--- config.mk ---
export PLATFORM = sky130hd
export DESIGN_NAME = wkr_cfg_regs
export DESIGN_NICKNAME = d
export VERILOG_FILES = /design/src/include/wkr_pkg.sv /design/src/rtl/wkr_cfg_regs.sv /design/src/rtl/wkr_sync.sv /design/src/rtl/wkr_tick.sv
export SDC_FILE = /design/constraint.sdc
export NUM_CORES = 1
export LEC_CHECK = 0
export ABC_AREA = 0
export BUFFER_PORTS_ARGS = -buffer_cell sky130_fd_sc_hd__buf_2
export CORE_MARGIN = 5
export CORE_UTILIZATION = 60
export CTS_CLUSTER_SIZE = 25
export DETAILED_ROUTE_END_ITERATION = 12
export PLACE_DENSITY = 0.8
export SKIP_LAST_GASP = 1
export SLEW_MARGIN = 20
export SYNTH_ARGS = -nofsm -noshare
export SYNTH_HDL_FRONTEND = slang
export SYNTH_SLANG_ARGS = --single-unit
--- constraint.sdc ---
create_clock -name CLK_SYS -period 2.5 [get_ports CLK_SYS]
set_input_delay 0.125 -clock CLK_SYS [delete_from_list [all_inputs] [get_ports CLK_SYS]]
set_output_delay 0.125 -clock CLK_SYS [all_outputs]
set_load 0.1 [all_outputs]
--- src/include/wkr_pkg.sv ---
// shared constants and types for the wake-up receiver register bank
package wkr_pkg;
   // system clock and derived timing
   localparam int unsigned CLK_HZ = 50_000_000;
   localparam int unsigned TICK_MS = 1;
   localparam int unsigned MS_CYCLES = CLK_HZ / 1000 * TICK_MS;
   localparam int unsigned FORCED_PULSE_US = 128;
   localparam logic [15:0] FORCED_PULSE_CYCLES = 16'(CLK_HZ / 1_000_000 * FORCED_PULSE_US);
   localparam int unsigned ON_TIME_MS = 1;

   // command port modes
   localparam logic [1:0] MODE_WRITE = 2'h0;
   localparam logic [1:0] MODE_READ = 2'h1;
   localparam logic [1:0] MODE_DIRECT = 2'h3;

   // direct command codes
   localparam logic [5:0] CMD_CLEAR_WAKE = 6'h00;
   localparam logic [5:0] CMD_RESET_RSSI = 6'h01;
   localparam logic [5:0] CMD_TRIM_OSC = 6'h02;
   localparam logic [5:0] CMD_CLEAR_FALSE = 6'h03;
   localparam logic [5:0] CMD_RESTORE = 6'h04;

   // register addresses
   localparam logic [5:0] ADDR_MAIN_CONTROL = 6'h00;
   localparam logic [5:0] ADDR_PERIODIC = 6'h08;
   localparam logic [5:0] ADDR_RESERVED_CONFIG = 6'h09;
   localparam logic [5:0] ADDR_SIGNAL_STRENGTH = 6'h0a;
   localparam logic [5:0] ADDR_UNUSED_A = 6'h0b;
   localparam logic [5:0] ADDR_UNUSED_B = 6'h0c;
   localparam logic [5:0] ADDR_FALSE_COUNT = 6'h0d;

   // reset values and writable masks of the nine stored registers, index 8 first
   localparam logic [8:0][7:0] CFG_RESET = {8'h00, 8'h0b, 8'h96, 8'h69, 8'h10,
                                            8'h20, 8'h00, 8'h23, 8'h0e};
   localparam logic [8:0][7:0] CFG_WMASK = {8'h07, 8'hff, 8'hff, 8'hff, 8'hff,
                                            8'hff, 8'he3, 8'hf7, 8'h3f};

   // field positions
   localparam int POS_DUTY_LISTEN = 5;
   localparam int POS_FORBIDDEN = 4;
   localparam int POS_CHANNEL_EN = 1;
   localparam int POS_POWER_DOWN = 0;
   localparam int POS_ABS_REF = 7;
   localparam int POS_FIRST_BURST = 6;
   localparam int POS_BIDIR = 5;
   localparam int POS_DAMPER = 4;
   localparam int POS_DOUBLE = 2;
   localparam int POS_CORR_ON = 1;
   localparam int POS_OSC_ON = 0;
   localparam int POS_THR_CUT = 7;
   localparam int POS_PAT_TOL = 5;
   localparam int POS_SMALL_HYST = 7;
   localparam int POS_RISING_ONLY = 6;
   localparam int POS_SLICER_TC = 3;
   localparam int POS_OFF_SEL = 6;
   localparam int POS_DAMP_RES = 4;
   localparam int POS_TIMEOUT = 5;

   typedef enum logic [1:0] {
      DUTY_ON = 2'b01,
      DUTY_OFF = 2'b10
   } wkr_duty_t;

   // periodic wake-up period in milliseconds, zero when disabled
   function automatic logic [22:0] wkr_period_ms(input logic [2:0] sel);
      logic [22:0] ms;
      ms = 23'h000000;
      unique case (sel)
         3'h1: ms = 23'd1000;
         3'h2: ms = 23'd5000;
         3'h3: ms = 23'd20000;
         3'h4: ms = 23'd120000;
         3'h5: ms = 23'd900000;
         3'h6: ms = 23'd3600000;
         3'h7: ms = 23'd7200000;
         default: ms = 23'h000000;
      endcase
      return ms;
   endfunction
endpackage

--- src/rtl/wkr_cfg_regs.sv ---
// configuration and status register bank of the wake-up receiver
// Notes on behaviour
// - duty listen alternates on, off 1/2/4/8 ms
// - first-burst-only freezes gain control after burst
// - bidirectional gain may rise; otherwise only lowers
// - double pattern needs two successive matches
// - absolute reference bit selects slicer reference
// - threshold cut bit lowers slicer threshold
// - pattern tolerance sets accepted correlator mismatches
// - frequency tolerance sets carrier detection strictness
// - small hysteresis bit picks 20 mV
// - rising-only bit limits hysteresis to positive edges
// - slicer time constant resets to 100
// - envelope time constant resets to 000
// - half bit length resets to 01011
// - periodic wake gives 128 us pulse
// - clear command zeroes false wake tally
`timescale 1ns/1ps
`default_nettype none
module wkr_cfg_regs #(
   parameter int unsigned MS_CYCLES = wkr_pkg::MS_CYCLES,
   parameter logic [15:0] FORCED_PULSE_CYCLES = wkr_pkg::FORCED_PULSE_CYCLES
) (
   input wire logic CLK_SYS,                 // system clock 50 MHz
   input wire logic RESETN,                  // synchronous reset, active low
   input wire logic CMD_VALID,               // command strobe
   input wire logic [1:0] CMD_MODE,          // write, read or direct command
   input wire logic [5:0] CMD_ADDR,          // register address or command code
   input wire logic [7:0] CMD_WDATA,         // write data
   output logic [7:0] RDATA,                 // read data
   output logic RD_VALID,                    // read data valid pulse
   input wire logic [4:0] RSSI_IN,           // front-end signal strength
   input wire logic FALSE_WAKE_IN,           // false wake-up event level
   input wire logic FIELD_DETECT_IN,         // carrier detected level
   input wire logic PATTERN_HIT_IN,          // correlator match level
   input wire logic PATTERN_MISS_IN,         // correlator mismatch level
   input wire logic BURST_END_IN,            // end of carrier burst level
   output logic CHANNEL_ON,                  // channel amplifier active
   output logic POWER_DOWN,                  // power down
   output logic FORBIDDEN_SELECT,            // must stay zero
   output logic [1:0] MAIN_RESERVED,         // main control bits 3:2
   output logic GAIN_UP_EN,                  // gain control may raise
   output logic GAIN_DOWN_EN,                // gain control may lower
   output logic ANTENNA_DAMPER_ON,           // antenna damper
   output logic CORRELATOR_ON,               // pattern correlation enabled
   output logic OSC_ENABLE,                  // crystal oscillator enable
   output logic SLICER_ABSOLUTE_REF,         // slicer absolute reference
   output logic SLICER_THRESHOLD_CUT,        // slicer threshold reduction
   output logic [1:0] PATTERN_TOLERANCE,     // correlator mismatch tolerance
   output logic [1:0] FREQUENCY_TOLERANCE,   // carrier detect tolerance
   output logic SLICER_SMALL_HYSTERESIS,     // 1 gives 20 mV, 0 gives 40 mV
   output logic HYSTERESIS_RISING_ONLY,      // hysteresis on rising edges only
   output logic [2:0] SLICER_TIME_CONST,     // slicer time constant
   output logic [2:0] ENVELOPE_TIME_CONST,   // envelope detector time constant
   output logic [1:0] DAMPING_RESISTOR,      // antenna damping resistor
   output logic [3:0] GAIN_CUT,              // gain reduction
   output logic [15:0] WAKE_PATTERN,         // first byte high, second low
   output logic [2:0] RX_TIMEOUT,            // automatic receive timeout
   output logic [4:0] HALF_BIT_LENGTH,       // bit rate definition
   output logic WAKE,                        // field wake-up level
   output logic FORCED_WAKE,                 // periodic wake-up pulse
   output logic TRIM_OSC_START               // oscillator trim start pulse
);
   typedef struct packed {
      logic [8:0][7:0] cfg;
      logic [7:0] tally;
      logic [4:0] rssi;
      logic [7:0] rdata;
      logic rd_valid;
      logic wake;
      logic first_hit;
      logic burst_seen;
      logic [4:0] evt_prev;
      wkr_pkg::wkr_duty_t duty;
      logic [3:0] off_cnt;
      logic [22:0] auto_cnt;
      logic forced;
      logic [15:0] forced_cnt;
      logic trim;
   } wkr_state_t;

   localparam wkr_state_t ST_RESET = '{cfg: wkr_pkg::CFG_RESET, duty: wkr_pkg::DUTY_ON,
                                       default: '0};

   wkr_state_t st_ff;
   wkr_state_t nxt_st;
   logic [9:0] sync_q;
   logic duty_tick;
   logic auto_tick;
   logic duty_act;
   logic auto_off;
   logic cmd_wr;
   logic cmd_rd;
   logic cmd_dc;
   logic [4:0] rise;
   logic pd;
   logic hold;
   logic declare;
   logic [22:0] period_ms;

   wkr_sync #(.W(10)) u_sync (
      .clk_sys(CLK_SYS),
      .resetn(RESETN),
      .d({BURST_END_IN, PATTERN_MISS_IN, PATTERN_HIT_IN, FIELD_DETECT_IN,
          FALSE_WAKE_IN, RSSI_IN}),
      .q(sync_q)
   );

   wkr_tick #(.N(MS_CYCLES)) u_duty_tick (
      .clk_sys(CLK_SYS),
      .resetn(RESETN),
      .restart(!duty_act),
      .tick(duty_tick)
   );

   wkr_tick #(.N(MS_CYCLES)) u_auto_tick (
      .clk_sys(CLK_SYS),
      .resetn(RESETN),
      .restart(auto_off),
      .tick(auto_tick)
   );

   assign cmd_wr = CMD_VALID && (CMD_MODE == wkr_pkg::MODE_WRITE);
   assign cmd_rd = CMD_VALID && (CMD_MODE == wkr_pkg::MODE_READ);
   assign cmd_dc = CMD_VALID && (CMD_MODE == wkr_pkg::MODE_DIRECT);
   assign pd = st_ff.cfg[0][wkr_pkg::POS_POWER_DOWN];
   assign duty_act = st_ff.cfg[0][wkr_pkg::POS_DUTY_LISTEN] && !pd
                     && st_ff.cfg[0][wkr_pkg::POS_CHANNEL_EN];
   assign period_ms = wkr_pkg::wkr_period_ms(st_ff.cfg[8][2:0]);
   assign auto_off = pd || (period_ms == 23'h000000);
   // bits: burst, miss, hit, field, false
   assign rise = sync_q[9:5] & ~st_ff.evt_prev;
   assign hold = st_ff.cfg[1][wkr_pkg::POS_FIRST_BURST] && st_ff.burst_seen;

   always_comb begin
      logic [7:0] rd_byte;
      logic [3:0] idx;
      rd_byte = 8'h00;
      idx = CMD_ADDR[3:0];
      nxt_st = st_ff;
      declare = 1'b0;

      // register writes; read-only and unmapped addresses are ignored
      if (cmd_wr && (CMD_ADDR <= wkr_pkg::ADDR_PERIODIC)) begin
         nxt_st.cfg[idx] = (CMD_WDATA & wkr_pkg::CFG_WMASK[idx])
                           | (st_ff.cfg[idx] & ~wkr_pkg::CFG_WMASK[idx]);
      end
      if (cmd_dc && (CMD_ADDR == wkr_pkg::CMD_RESTORE)) begin
         nxt_st.cfg = wkr_pkg::CFG_RESET;
      end

      // register reads
      if (CMD_ADDR <= wkr_pkg::ADDR_PERIODIC) begin
         rd_byte = st_ff.cfg[idx];
      end else if (CMD_ADDR == wkr_pkg::ADDR_SIGNAL_STRENGTH) begin
         rd_byte = {3'h0, st_ff.rssi};
      end else if (CMD_ADDR == wkr_pkg::ADDR_FALSE_COUNT) begin
         rd_byte = st_ff.tally;
      end
      nxt_st.rd_valid = cmd_rd;
      if (cmd_rd) begin
         nxt_st.rdata = rd_byte;
      end

      nxt_st.evt_prev = sync_q[9:5];
      nxt_st.trim = cmd_dc && (CMD_ADDR == wkr_pkg::CMD_TRIM_OSC);

      // signal strength peak hold, restarted by command
      if (cmd_dc && (CMD_ADDR == wkr_pkg::CMD_RESET_RSSI)) begin
         nxt_st.rssi = sync_q[4:0];
      end else if (sync_q[4:0] > st_ff.rssi) begin
         nxt_st.rssi = sync_q[4:0];
      end

      // false wake tally, an event in the clear cycle still counts
      if (cmd_dc && (CMD_ADDR == wkr_pkg::CMD_CLEAR_FALSE)) begin
         nxt_st.tally = {7'h00, rise[0]};
      end else if (rise[0] && (st_ff.tally != 8'hff)) begin
         nxt_st.tally = st_ff.tally + 8'h01;
      end

      // wake declaration from field or pattern
      if (!pd) begin
         if (!st_ff.cfg[1][wkr_pkg::POS_CORR_ON]) begin
            declare = rise[1];
         end else if (rise[2]) begin
            if (!st_ff.cfg[1][wkr_pkg::POS_DOUBLE] || st_ff.first_hit) begin
               declare = 1'b1;
               nxt_st.first_hit = 1'b0;
            end else begin
               nxt_st.first_hit = 1'b1;
            end
         end else if (rise[3]) begin
            nxt_st.first_hit = 1'b0;
         end
      end
      if (cmd_dc && (CMD_ADDR == wkr_pkg::CMD_CLEAR_WAKE)) begin
         nxt_st.wake = declare;
         nxt_st.first_hit = 1'b0;
      end else if (declare) begin
         nxt_st.wake = 1'b1;
      end

      // gain control burst tracking
      if (!st_ff.cfg[1][wkr_pkg::POS_FIRST_BURST]
          || (cmd_dc && (CMD_ADDR == wkr_pkg::CMD_CLEAR_WAKE))) begin
         nxt_st.burst_seen = 1'b0;
      end
      if (rise[4]) begin
         nxt_st.burst_seen = 1'b1;
      end

      // listening duty cycle
      if (!duty_act) begin
         nxt_st.duty = wkr_pkg::DUTY_ON;
         nxt_st.off_cnt = 4'h0;
      end else if (duty_tick) begin
         unique case (st_ff.duty)
            wkr_pkg::DUTY_ON: begin
               nxt_st.duty = wkr_pkg::DUTY_OFF;
               nxt_st.off_cnt = 4'h0;
            end
            wkr_pkg::DUTY_OFF: begin
               if (st_ff.off_cnt >= ((4'h1 << st_ff.cfg[4][7:6]) - 4'h1)) begin
                  nxt_st.duty = wkr_pkg::DUTY_ON;
               end else begin
                  nxt_st.off_cnt = st_ff.off_cnt + 4'h1;
               end
            end
            default: begin
               nxt_st.duty = wkr_pkg::DUTY_ON;
            end
         endcase
      end

      // periodic forced wake-up with short pulse
      if (auto_off) begin
         nxt_st.auto_cnt = 23'h000000;
      end else if (auto_tick) begin
         if (st_ff.auto_cnt == (period_ms - 23'h000001)) begin
            nxt_st.auto_cnt = 23'h000000;
            nxt_st.forced = 1'b1;
            nxt_st.forced_cnt = FORCED_PULSE_CYCLES - 16'h0001;
         end else begin
            nxt_st.auto_cnt = st_ff.auto_cnt + 23'h000001;
         end
      end
      if (st_ff.forced && !(auto_tick && !auto_off
                            && st_ff.auto_cnt == (period_ms - 23'h000001))) begin
         if (st_ff.forced_cnt == 16'h0000) begin
            nxt_st.forced = 1'b0;
         end else begin
            nxt_st.forced_cnt = st_ff.forced_cnt - 16'h0001;
         end
      end
   end

   always_ff @(posedge CLK_SYS) begin
      if (!RESETN) begin
         st_ff <= ST_RESET;
      end else begin
         st_ff <= nxt_st;
      end
   end

   assign RDATA = st_ff.rdata;
   assign RD_VALID = st_ff.rd_valid;
   assign CHANNEL_ON = !pd && st_ff.cfg[0][wkr_pkg::POS_CHANNEL_EN]
                       && (st_ff.duty == wkr_pkg::DUTY_ON);
   assign POWER_DOWN = pd;
   assign FORBIDDEN_SELECT = st_ff.cfg[0][wkr_pkg::POS_FORBIDDEN];
   assign MAIN_RESERVED = st_ff.cfg[0][3:2];
   assign GAIN_UP_EN = st_ff.cfg[1][wkr_pkg::POS_BIDIR] && !hold;
   assign GAIN_DOWN_EN = !hold;
   assign ANTENNA_DAMPER_ON = st_ff.cfg[1][wkr_pkg::POS_DAMPER];
   assign CORRELATOR_ON = st_ff.cfg[1][wkr_pkg::POS_CORR_ON];
   assign OSC_ENABLE = st_ff.cfg[1][wkr_pkg::POS_OSC_ON];
   assign SLICER_ABSOLUTE_REF = st_ff.cfg[1][wkr_pkg::POS_ABS_REF];
   assign SLICER_THRESHOLD_CUT = st_ff.cfg[2][wkr_pkg::POS_THR_CUT];
   assign PATTERN_TOLERANCE = st_ff.cfg[2][wkr_pkg::POS_PAT_TOL +: 2];
   assign FREQUENCY_TOLERANCE = st_ff.cfg[2][1:0];
   assign SLICER_SMALL_HYSTERESIS = st_ff.cfg[3][wkr_pkg::POS_SMALL_HYST];
   assign HYSTERESIS_RISING_ONLY = st_ff.cfg[3][wkr_pkg::POS_RISING_ONLY];
   assign SLICER_TIME_CONST = st_ff.cfg[3][wkr_pkg::POS_SLICER_TC +: 3];
   assign ENVELOPE_TIME_CONST = st_ff.cfg[3][2:0];
   assign DAMPING_RESISTOR = st_ff.cfg[4][wkr_pkg::POS_DAMP_RES +: 2];
   assign GAIN_CUT = st_ff.cfg[4][3:0];
   assign WAKE_PATTERN = {st_ff.cfg[6], st_ff.cfg[5]};
   assign RX_TIMEOUT = st_ff.cfg[7][wkr_pkg::POS_TIMEOUT +: 3];
   assign HALF_BIT_LENGTH = st_ff.cfg[7][4:0];
   assign WAKE = st_ff.wake;
   assign FORCED_WAKE = st_ff.forced;
   assign TRIM_OSC_START = st_ff.trim;
endmodule
`default_nettype wire

--- src/rtl/wkr_sync.sv ---
// three-stage input synchroniser with agreement filter
`timescale 1ns/1ps
`default_nettype none
module wkr_sync #(
   parameter int unsigned W = 1
) (
   input wire logic clk_sys,       // system clock
   input wire logic resetn,        // synchronous reset, active low
   input wire logic [W-1:0] d,     // asynchronous input
   output logic [W-1:0] q          // filtered synchronous level
);
   typedef struct packed {
      logic [W-1:0] s1;
      logic [W-1:0] s2;
      logic [W-1:0] s3;
      logic [W-1:0] q;
   } wkr_sync_state_t;

   wkr_sync_state_t st_ff;
   wkr_sync_state_t nxt_st;

   always_comb begin
      nxt_st = st_ff;
      nxt_st.s1 = d;
      nxt_st.s2 = st_ff.s1;
      nxt_st.s3 = st_ff.s2;
      // a bit changes only once stages two and three agree
      for (int i = 0; i < W; i++) begin
         if (st_ff.s2[i] == st_ff.s3[i]) begin
            nxt_st.q[i] = st_ff.s3[i];
         end
      end
   end

   always_ff @(posedge clk_sys) begin
      if (!resetn) begin
         st_ff <= '0;
      end else begin
         st_ff <= nxt_st;
      end
   end

   assign q = st_ff.q;
endmodule
`default_nettype wire

--- src/rtl/wkr_tick.sv ---
// restartable divider giving a one-cycle enable every n cycles
`timescale 1ns/1ps
`default_nettype none
module wkr_tick #(
   parameter int unsigned N = 2
) (
   input wire logic clk_sys,   // system clock
   input wire logic resetn,    // synchronous reset, active low
   input wire logic restart,   // hold count at zero
   output logic tick           // one-cycle enable
);
   localparam int unsigned CW = $clog2(N + 1);
   localparam logic [CW-1:0] LAST = CW'(N - 1);

   typedef struct packed {
      logic [CW-1:0] cnt;
      logic tick;
   } wkr_tick_state_t;

   wkr_tick_state_t st_ff;
   wkr_tick_state_t nxt_st;

   always_comb begin
      nxt_st = st_ff;
      nxt_st.tick = 1'b0;
      if (restart) begin
         nxt_st.cnt = '0;
      end else if (st_ff.cnt == LAST) begin
         nxt_st.cnt = '0;
         nxt_st.tick = 1'b1;
      end else begin
         nxt_st.cnt = st_ff.cnt + CW'(1);
      end
   end

   always_ff @(posedge clk_sys) begin
      if (!resetn) begin
         st_ff <= '0;
      end else begin
         st_ff <= nxt_st;
      end
   end

   assign tick = st_ff.tick;
endmodule
`default_nettype wire
==> results of run 1 <==
-- timing repair --
| item | 4_1_cts | 5_1_grt |
|---|---|---|
| hold endpoints to repair | 22 | 0 |
| endpoints found under the setup margin | 0 | 36 |
| gates resized for setup | 0 | 1 |
| hold buffers | 15 | 0 |
-- per-stage QoR --
stage          hold slack, ns  util, %  setup slack [ns]
2_1_floorplan           0.252        -             0.123
3_3_place_gp            0.331     64.0             0.148
3_5_place_dp            0.334     64.0            0.0952
4_1_cts               0.00589     69.4            0.0680
5_1_grt                0.0285     69.4           0.00134
6_report               0.0264     69.4             0.194
-- cells by family (layout without fill, tap and decap cells) --
family                     Yosys count  after routing
and+or+nand+nor                    517            517
AOI/OAI and AO/OA                  223            223
DFF                                223            223
buffers and inverters              152            229
xor gates and xnor gates            74             74
muxes                               44             44
adders and majority gates           18             18
-- path summary, 6_finish.rpt --
check	startpoint	endpoint	slack, ns	cells past startpoint
max reg2reg	st_ff[142]	st_ff[10]	0.19	6
min reg2reg	st_ff[51]	st_ff[52]	0.42	1
max	st_ff[142]	st_ff[10]	0.19	6
min	RESETN	RDATA[5]	0.03	3
-- sequential cells by signal, indices dropped and copies added (netlist names), 2 cells and up --
name	flops
DAMPING_RESISTOR	2
FREQUENCY_TOLERANCE	2
u_auto_tick.st_ff	16
GAIN_CUT	4
MAIN_RESERVED	2
u_sync.nxt_st	20
SLICER_TIME_CONST	3
st_ff	86
RDATA	8
WAKE_PATTERN	16
u_sync.q	10
HALF_BIT_LENGTH	5
u_duty_tick.st_ff	16
ENVELOPE_TIME_CONST	3
u_sync.st_ff	10
PATTERN_TOLERANCE	2
RX_TIMEOUT	3
-- per-layer routing --
layer / routed length, um / GRT usage [%] / vias up / share of wire, %
li1: - / - / 4417 / -
met1: 11100 / 32.8 / 4231 / 43
met2: 12300 / 43.6 / 313 / 47
met3: 1680 / 4.25 / 69 / 6.4
met4: 918 / 10.2 / 4 / 3.5
met5: 19 / 0 / - / 0.073
-- cell type report --
type | instances | area (um^2)
Tap cell | 225 | 282
Clock inverter | 7 | 88.8
Timing Repair Buffer | 154 | 983
Sequential cell | 223 | 4470
Multi-Input combinational cell | 876 | 5410
Clock buffer | 36 | 697
Inverter | 32 | 120
Fill cell | 1318 | 5320
-- worst reg2reg max path, stage by stage, from the launching register on --
cell	delay, ns
dfxtp_1	0.56
or4b_2	0.63
a21oi_1	0.16
a211oi_1	0.07
or2_2	0.33
nor3_4	0.32
nor3_1	0.09
-- cells in the final DEF (no fill, tap or decap), types with 7 or more instances in the layout --
cell type,n
clkbuf_16,25
ha_1,18
o2bb2ai_1,7
mux4_2,8
xor2_1,39
buf_4,43
nor2_1,157
o21ai_0,59
a22oi_1,11
nor3b_1,7
mux2_2,7
or3_1,11
nand2b_1,11
a221oi_1,9
o211ai_1,8
nand3_1,63
inv_1,31
nor3_1,30
dlygate4sd3_1,15
xnor2_1,35
nor2b_1,21
buf_2,94
nand4_1,21
clkbuf_1,8
mux2i_1,29
dfxtp_1,222
o22ai_1,11
nand2_1,104
and3_1,14
and2_1,38
a21oi_1,73
-- power breakdown --
group          internal (mW)  leakage, nW  total, mW  switching, mW
clock network           2.13        0.387       3.51           1.38
registers               3.58         1.80       3.59         0.0120
logic                  0.124         2.44      0.354          0.230
==> summary.txt, run 1 <==
Drt
  • # DRC: 0
  • Via density: 5.82
  • Routed via count: 9034
  • Total Wirelength: about 26 mm
  • Drt initial violations: 689
  • Drt wl/cell: 16.8 um
  • TritonRoute pass-1 iters: 5
  • Antenna Nets Post-Route: 0

Worst setup path
  • CP Data Required Time: 2.87 ns
  • Startpoint types: flop
  • Critical Path, Cell by Cell: or4b_2 -> a21oi_1 -> a211oi_1 -> or2_2 -> nor3_4 -> nor3_1
  • CP peak stage delay: 0.63 ns
  • Crit path max-delay cell type: or4b_2
  • Crit end category: flop
  • Setup CP Type: flop to flop
  • Crit Path Max Fanout: 11
  • Worst path bufs/invs: 0
  • Crit path arrival time: 2.68 ns
  • Delay-heaviest family, CP: simple AND/OR/NAND/NOR gates

Place
  • Post-DP Area: 0.0111 mm^2
  • DP Cell Count: 1495
  • Detailed placement HPWL: 18.3 mm
  • GP Congestion: 0.921
  • Number of port buffers: 94

STA
  • # setup viols final: 0
  • Worst Max-Slew Pin Slew: 0.654 ns
  • Final Skew: 0.00806 ns
  • Max Slew Vio Count: 0
  • RSZ-0062 raised after global routing: false
  • Slew headroom: 56.0%
  • Fin crit period: 2.31 ns
  • Final hold violation count: 0
  • Tcrit/Tclk final: 92.2%
  • Max frequency: 434 MHz
  • Setup tns final: 0 ns

GRT
  • Vias in the first global route: 9026
  • First-pass GRT wire length: 43.9 mm
  • Pin count of the biggest net entering global routing: 41
  • Gr usage total: 25.7%
  • Initial antenna violation count: 2
  • Gr ovfl total: 0

Logic synthesis
  • Ranking of synthesized cells by area: dfxtp_1 (42%), nor2_1 (5.6%), buf_4 (3.7%), nand2_1 (3.7%), a21oi_1 (3.4%)
  • Sequential fraction of the synthesis area: a little over two fifths
  • Primary flip-flop cell chosen by synthesis mapping: dfxtp_1
  • EDFF count, synth: 0
  • Post-synth cell types: 70
  • #FFs+latches synth: 223
  • Area leader, netlist: dfxtp_1
  • Post-synthesis adder-cell area fraction: 2.11%
  • Synthesized net count: 1298
  • Synth async-reset ratio: 0%
  • Syn avg cell area: 8.51 um^2
  • Cell area after synthesis: approximately 0.011 mm^2
  • Compound-gate portion of the synthesized area: between 10% and 20%
  • Post-Synth Simple-Gate Area: 24.3%
  • Yosys warns: 0
  • Share of the synthesized area in the top cell type: 41.9%
  • Post-synth top cells: dfxtp_1 (223), nor2_1 (158), nand2_1 (104), a21oi_1 (73), nand3_1 (63)
  • Main combinational cell family by area after synthesis: simple AND/OR/NAND/NOR gates
  • Synth Area in XOR/XNOR: 6.09%
  • Mapped Cells: 1251
  • Most frequent cell after synthesis: dfxtp_1
  • Mux share of post-synthesis cell area: under 10%

Floorplan
  • Ports: 95
  • Core Region: approximately 0.017 mm^2
  • Rows: 48
  • Die ar.: 0.0205 mm^2
  • Die height: 143 um
  • Die Wd: 143 um
  • Initial Util: 61.4%

Power
  • P_leak: 4.63 nW
  • Total power: 7.46 mW
  • Max IR drop VDD: roughly 0.64 mV
  • Pwr Density: just over 600 mW/mm^2

Worst hold path
  • Hold WC Path Type: input port to flop

Finish
  • Nets: 1358
  • Area growth syn-to-layout: 13.1%
  • Design area: about 0.012 mm^2
  • Layout cell share with drive strength beyond 1: 15.5%
  • Number of diodes: 0
  • Final cell count without fillers: 1553

Clock tree
  • CTS buffer count: 24
  • CTS Sinks: 223
  • Clk pin slew, worst setup/hold paths: 0.06 ns
  • Worst-Skew Late Latency: 0.51 ns
  • Root buf cell: clkbuf_16
  • Post-CTS setup buffers: 0
  • CTS H-tree depth: 1
  • Clk buf depth: 3
  • CTS tree: built

Run
  • Number of max-cap violations: 0

Status
  • Status: finished clean
Note: power is estimated with default switching activity, not from simulation.
==> run 2: changes to the inputs <==
--- a/config.mk
+++ b/config.mk
@@ -5,13 +5,13 @@
 export SDC_FILE = /design/constraint.sdc
 export NUM_CORES = 1
 export LEC_CHECK = 0
-export ABC_AREA = 0
+export ABC_AREA = 1
 export BUFFER_PORTS_ARGS = -buffer_cell sky130_fd_sc_hd__buf_2
 export CORE_MARGIN = 5
 export CORE_UTILIZATION = 60
 export CTS_CLUSTER_SIZE = 25
 export DETAILED_ROUTE_END_ITERATION = 12
-export PLACE_DENSITY = 0.8
+export PLACE_DENSITY = 0.85
 export SKIP_LAST_GASP = 1
 export SLEW_MARGIN = 20
 export SYNTH_ARGS = -nofsm -noshare
==> summary.txt, run 2 <==
Place
  • Detailed placement HPWL: 20.1 mm
  • DP Cell Count: 1802
  • Dpl ws: just over 0.3 ns
  • Number of port buffers: 94
  • GP Congestion: 0.954
  • Post-DP Area: approximately 0.011 mm^2

Worst setup path
  • Crit path arrival time: 2.63 ns
  • Crit path max-delay cell type: dfxtp_1
  • CP Data Required Time: 2.89 ns
  • Startpoint types: flop
  • Crit Path Max Fanout: 16
  • CP peak stage delay: 0.42 ns
  • Most common cell on crit path: nand2_1
  • Crit end category: flop
  • Critical Path, Cell by Cell: buf_4 -> nor2_2 -> nand2_4 -> nand2_1 -> nand2_1 -> nand2_1 -> nor2_1 -> nand2_1 -> nor2_2 -> nand4_2 -> buf_4 -> o211ai_1 -> a21oi_1
  • Setup CP Type: flop to flop

Drt
  • Total Wirelength: 28.2 mm
  • Uppermost layer routed: met4
  • Met2 routed WL: 13.0 mm
  • Met1 WL: around 12 mm
  • Via density: between 5 and 6
  • Drt wl/cell: 15.2 um
  • Routed via count: 10309
  • Drt initial violations: between 1000 and 1500
  • Antenna Nets Post-Route: 0
  • # DRC: 0
  • Metal3 WL: 2.28 mm
  • TritonRoute pass-1 iters: 5

STA
  • Final hold violation count: 0
  • # setup viols final: 0
  • Max Slew Vio Count: 0
  • RSZ-0062 raised after global routing: false
  • Setup tns final: 0 ns
  • Fin crit period: roughly 2.2 ns
  • Slew headroom: 56.3%
  • Tcrit/Tclk final: 89.6%
  • Max frequency: approximately 450 MHz
  • Hold slack: 0.0393 ns
  • Worst setup margin: about 0.26 ns
  • Worst Max-Slew Pin Slew: 0.651 ns
  • Final Skew: 0.0165 ns

GRT
  • Vias in the first global route: 9369
  • First-pass GRT wire length: 45.9 mm
  • Gr ovfl total: 0
  • Initial antenna violation count: 0
  • Pin count of the biggest net entering global routing: 68
  • Gr usage total: 25.2%

Finish
  • Number of diodes: 0
  • Area growth syn-to-layout: 11.4%
  • Layout cell share with drive strength beyond 1: 13.5%
  • Commonest non-fill, non-tap cell in the layout: nand2_1
  • Most frequent cells in the layout: nand2_1 (238), dfxtp_1 (222), inv_1 (219)
  • Reg with most FFs: st_ff
  • Design area: about 0.012 mm^2
  • Nets: 1656
  • Max reg flops: 86
  • Final cell count without fillers: roughly 1900

Logic synthesis
  • Synthesized net count: 1600
  • Primary flip-flop cell chosen by synthesis mapping: dfxtp_1
  • Synth async-reset ratio: 0%
  • Syn avg cell area: 7.18 um^2
  • #FFs+latches synth: 223
  • Area leader, netlist: dfxtp_1
  • Post-synth top cells: nand2_1 (238), dfxtp_1 (223), inv_1 (219), nor2_1 (184), a21oi_1 (139)
  • Cell area after synthesis: 0.0112 mm^2
  • Share of the synthesized area in the top cell type: 40.0%
  • Sequential fraction of the synthesis area: roughly 40%
  • Mapped Cells: 1553
  • Most frequent cell after synthesis: nand2_1
  • Yosys warns: 0
  • Ranking of synthesized cells by area: dfxtp_1 (40%), nand2_1 (8.0%), inv_1 (7.4%), a21oi_1 (6.2%), nor2_1 (6.2%)
  • EDFF count, synth: 0
  • Post-synth cell types: 52

Clock tree
  • Root buf cell: clkbuf_16
  • Clk pin slew, worst setup/hold paths: around 0.070 ns
  • CTS tree: built
  • Worst-Skew Late Latency: between 0.5 and 0.6 ns
  • Clk buf depth: 3
  • Post-CTS setup buffers: 0
  • CTS Sinks: 223
  • CTS buffer count: 23
  • CTS H-tree depth: 1

Floorplan
  • Core Region: 0.0181 mm^2
  • Rows: between 40 and 50
  • Ports: 95
  • Die ar.: 0.0214 mm^2
  • Die Wd: 146 um
  • Die height: 146 um
  • Initial Util: between 60% and 70%

Status
  • Status: finished clean

Power
  • Max IR drop VDD: 0.579 mV
  • P_leak: ~5.6 nW
  • Pwr Density: 635 mW/mm^2

Worst hold path
  • Hold WC Path Type: input port to flop

Run
  • Number of max-cap violations: 0
-- run 2: through the flow --
step	power (mW)	utilization, %
4_1_cts	7.91	68.4
2_1_floorplan	4.06	-
3_3_place_gp	4.19	63.2
3_5_place_dp	4.20	63.2
6_report	7.89	68.4
5_1_grt	8.14	68.4
-- run 2: layout make-up --
| class | count | area [um^2] |
|---|---|---|
| timing repair buffer | 129 | 773 |
| fill | 1498 | 5730 |
| tap | 229 | 287 |
| sequential | 223 | 4470 |
| multi-input combinational | 997 | 5170 |
| clock buffer | 25 | 593 |
| clock inverter | 16 | 240 |
| inverter | 235 | 892 |
-- run 2: routing by layer --
| layer | up-vias | global-route usage [%] |
|---|---|---|
| met2 | 431 | 41.9 |
| met3 | 67 | 3.90 |
| li1 | 5122 | - |
| met5 | - | 0 |
| met1 | 4689 | 33.7 |
| met4 | 0 | 8.14 |
-- run 2: critical path, delay by kind of cell (launching register included) --
family                 cells  cell delay (ns)
AOI/OAI and AO/OA          2             0.20
buffers and inverters      2             0.49
DFF                        1             0.42
and+or+nand+nor            9             0.99
-- run 2: kinds of logic after synthesis --
kind of cell,after synthesis,synth area share (%)
AND/OR/NAND/NOR,613,25.0
AO/OA/AOI/OAI,330,16.4
XOR/XNOR,36,2.83
buffers and inverters,333,13.7
adder cells (fa/ha/maj),18,2.02
flip-flops,223,40.0
-- run 2: what timing repair did --
| item | in CTS | in global routing |
|---|---|---|
| hold endpoints to repair | 11 | 0 |
| setup endpoints to repair | 0 | 3 |
| hold buffers | 11 | 0 |
| resized for setup | 0 | 1 |
-- run 2: worst paths after layout --
| path | from | endpoint | slack (ns) | cells past startpoint |
|---|---|---|---|---|
| setup / recovery | st_ff[142] | st_ff[11] | 0.26 | 13 |
| hold reg to reg | u_sync.nxt_st[20] | u_sync.nxt_st[10] | 0.41 | 2 |
| hold / removal | CMD_WDATA[0] | ENVELOPE_TIME_CONST[0] | 0.04 | 3 |
| setup reg to reg | st_ff[142] | st_ff[11] | 0.26 | 13 |
-- run 2: power breakdown --
| part | total [mW] | internal, mW | switching, mW |
|---|---|---|---|
| sequential | 3.63 | 3.60 | 0.0242 |
| clock | 3.73 | 2.26 | 1.47 |
| combinational | 0.531 | 0.149 | 0.382 |
| total | 7.89 | 6.01 | 1.88 |
==> run 3: changes to the inputs <==
--- a/config.mk
+++ b/config.mk
@@ -8,10 +8,11 @@
 export ABC_AREA = 1
 export BUFFER_PORTS_ARGS = -buffer_cell sky130_fd_sc_hd__buf_2
 export CORE_MARGIN = 5
-export CORE_UTILIZATION = 60
+export CORE_UTILIZATION = 62
+export CTS_BUF_LIST = sky130_fd_sc_hd__clkbuf_4 sky130_fd_sc_hd__clkbuf_8
 export CTS_CLUSTER_SIZE = 25
 export DETAILED_ROUTE_END_ITERATION = 12
-export PLACE_DENSITY = 0.85
+export PLACE_DENSITY = 0.87
 export SKIP_LAST_GASP = 1
 export SLEW_MARGIN = 20
 export SYNTH_ARGS = -nofsm -noshare
==> summary.txt, run 3 (synthesis results as in run 2) <==
GRT
  • Gr usage total: approximately 27%
  • Gr ovfl total: 0
  • First-pass GRT wire length: approximately 46 mm
  • Pin count of the biggest net entering global routing: 65
  • Vias in the first global route: 9728
  • Initial antenna violation count: 0

Drt
  • TritonRoute pass-1 iters: 6
  • Antenna Nets Post-Route: 0
  • Via density: 5.51
  • Drt initial violations: 1000
  • Total Wirelength: 28.3 mm
  • # DRC: 0
  • Drt wl/cell: 15.0 um
  • Routed via count: 10383

Worst setup path
  • CP peak stage delay: 0.57 ns
  • Crit end category: flop
  • Crit Path Max Fanout: 11
  • Most common cell on crit path: nor2_1
  • Setup CP Type: flop to flop
  • Critical Path, Cell by Cell: inv_4 -> nand2_2 -> nand3_1 -> nand2_1 -> nand2_1 -> nor2_1 -> nand3_1 -> nor2_2 -> nand4_2 -> o21ai_2 -> nor2_1 -> nor2_1
  • Delay-heaviest family, CP: simple AND/OR/NAND/NOR gates
  • Worst path bufs/invs: 1
  • Crit path max-delay cell type: dfxtp_1
  • Crit path arrival time: 2.72 ns
  • CP Data Required Time: 2.97 ns
  • Startpoint types: flop

STA
  • Max frequency: 444 MHz
  • Worst Max-Slew Pin Slew: 0.656 ns
  • Max Slew Vio Count: 0
  • Fin crit period: roughly 2.3 ns
  • Final Skew: 0.0133 ns
  • Tcrit/Tclk final: 90.1%
  • RSZ-0062 raised after global routing: false
  • Setup tns final: 0 ns
  • # setup viols final: 0
  • Final hold violation count: 0
  • Slew headroom: between 50% and 60%

Place
  • Detailed placement HPWL: 20.3 mm
  • Number of port buffers: 94
  • DP Cell Count: 1805
  • Post-DP Area: 0.0115 mm^2
  • GP Congestion: 0.978

Floorplan
  • Die height: 144 um
  • Core Region: 0.0178 mm^2
  • Die ar.: around 0.021 mm^2
  • Ports: 95
  • Rows: 49
  • Die Wd: approximately 140 um
  • Initial Util: 62.5%

Clock tree
  • Post-CTS setup buffers: 0
  • Root buf cell: clkbuf_8
  • Clk buf depth: 3
  • CTS tree: built
  • CTS buffer count: 38
  • CTS Sinks: 223
  • CTS H-tree depth: 2
  • Clk pin slew, worst setup/hold paths: 0.06 ns
  • Worst-Skew Late Latency: 0.55 ns

Run
  • Number of max-cap violations: 0

Finish
  • Most frequent cells in the layout: nand2_1 (238), dfxtp_1 (222), inv_1 (219)
  • Final cell count without fillers: around 1900
  • Reg with most FFs: st_ff
  • Design area: 0.0124 mm^2
  • Number of diodes: 0
  • Nets: 1677
  • Max reg flops: 86
  • Area growth syn-to-layout: 11.3%
  • Layout cell share with drive strength beyond 1: 15.0%
  • Commonest non-fill, non-tap cell in the layout: nand2_1

Power
  • Pwr Density: roughly 600 mW/mm^2
  • Max IR drop VDD: 0.446 mV
  • P_leak: 5.67 nW

Status
  • Status: finished clean

Worst hold path
  • Hold WC Path Type: input port to flop
run 3: changes by cell type in the layout (fill, tap and decap cells not counted), sizes merged:
| cell | delta |
|---|---|
| dlygate4sd3 | +3 |
| buf | +3 |
| bufinv | -4 |
| clkinv | +2 |
| clkinvlp | -3 |
| clkbuf | +29 |
run 3: metrics by stage:
step / hold slack [ns] / setup slack, ns / total power, mW / utilization, %
2_1_floorplan: 0.223 / 0.262 / 4.06 / -
3_3_place_gp: 0.304 / 0.272 / 4.19 / 64.4
3_5_place_dp: 0.309 / 0.268 / 4.21 / 64.4
4_1_cts: 0.0270 / 0.248 / 7.54 / 69.6
5_1_grt: 0.0343 / 0.0122 / 7.80 / 69.6
6_report: 0.0320 / 0.247 / 7.51 / 69.6
run 3: area by class of cell:
| class | instances | area, um^2 |
|---|---|---|
| Fill cell | 1467 | 5430 |
| Multi-Input combinational cell | 997 | 5170 |
| Sequential cell | 223 | 4470 |
| Inverter | 235 | 892 |
| Timing Repair Buffer | 135 | 826 |
| Clock buffer | 54 | 687 |
| Tap cell | 229 | 287 |
| Clock inverter | 11 | 88.8 |
run 3: final timing paths:
| check | start | to | slack (ns) | cells past startpoint |
|---|---|---|---|---|
| worst max-delay path | st_ff[141] | st_ff[1] | 0.25 | 12 |
| worst min-delay path | CMD_WDATA[6] | WAKE_PATTERN[6] | 0.03 | 6 |
| worst max register to register | st_ff[141] | st_ff[1] | 0.25 | 12 |
| worst min register to register | u_sync.nxt_st[23] | u_sync.nxt_st[13] | 0.41 | 2 |
run 3: routing by layer:
layer / share of wire [%] / global-route usage, % / vias up / routed length [um]
met1: 42 / 35.0 / 4708 / 11900
met2: 46 / 45.5 / 432 / 13000
li1: - / - / 5171 / -
met3: 8.4 / 5.89 / 72 / 2370
met5: 0 / 0 / - / 0
met4: 3.2 / 10.4 / 0 / 908
run 3: repair_timing:
item | 4_1_cts | 5_1_grt
hold buffers | 14 | 0
resized for setup | 0 | 1
endpoints found under the hold margin | 23 | 0
setup endpoints to repair | 0 | 2
run 3: worst register-to-register path, stage by stage (launching register included):
cell	delay [ns]
dfxtp_1	0.57
inv_4	0.11
nand2_2	0.14
nand3_1	0.11
nand2_1	0.10
nand2_1	0.05
nor2_1	0.09
nand3_1	0.09
nor2_2	0.15
nand4_2	0.26
o21ai_2	0.30
nor2_1	0.09
nor2_1	0.12
run 3: where the power goes:
group | leakage, nW | internal (mW) | switching [mW] | total, mW
sequential | 1.80 | 3.60 | 0.0238 | 3.63
clock | 0.411 | 1.88 | 1.47 | 3.35
combinational | 3.46 | 0.156 | 0.376 | 0.532
total | 5.67 | 5.64 | 1.87 | 7.51
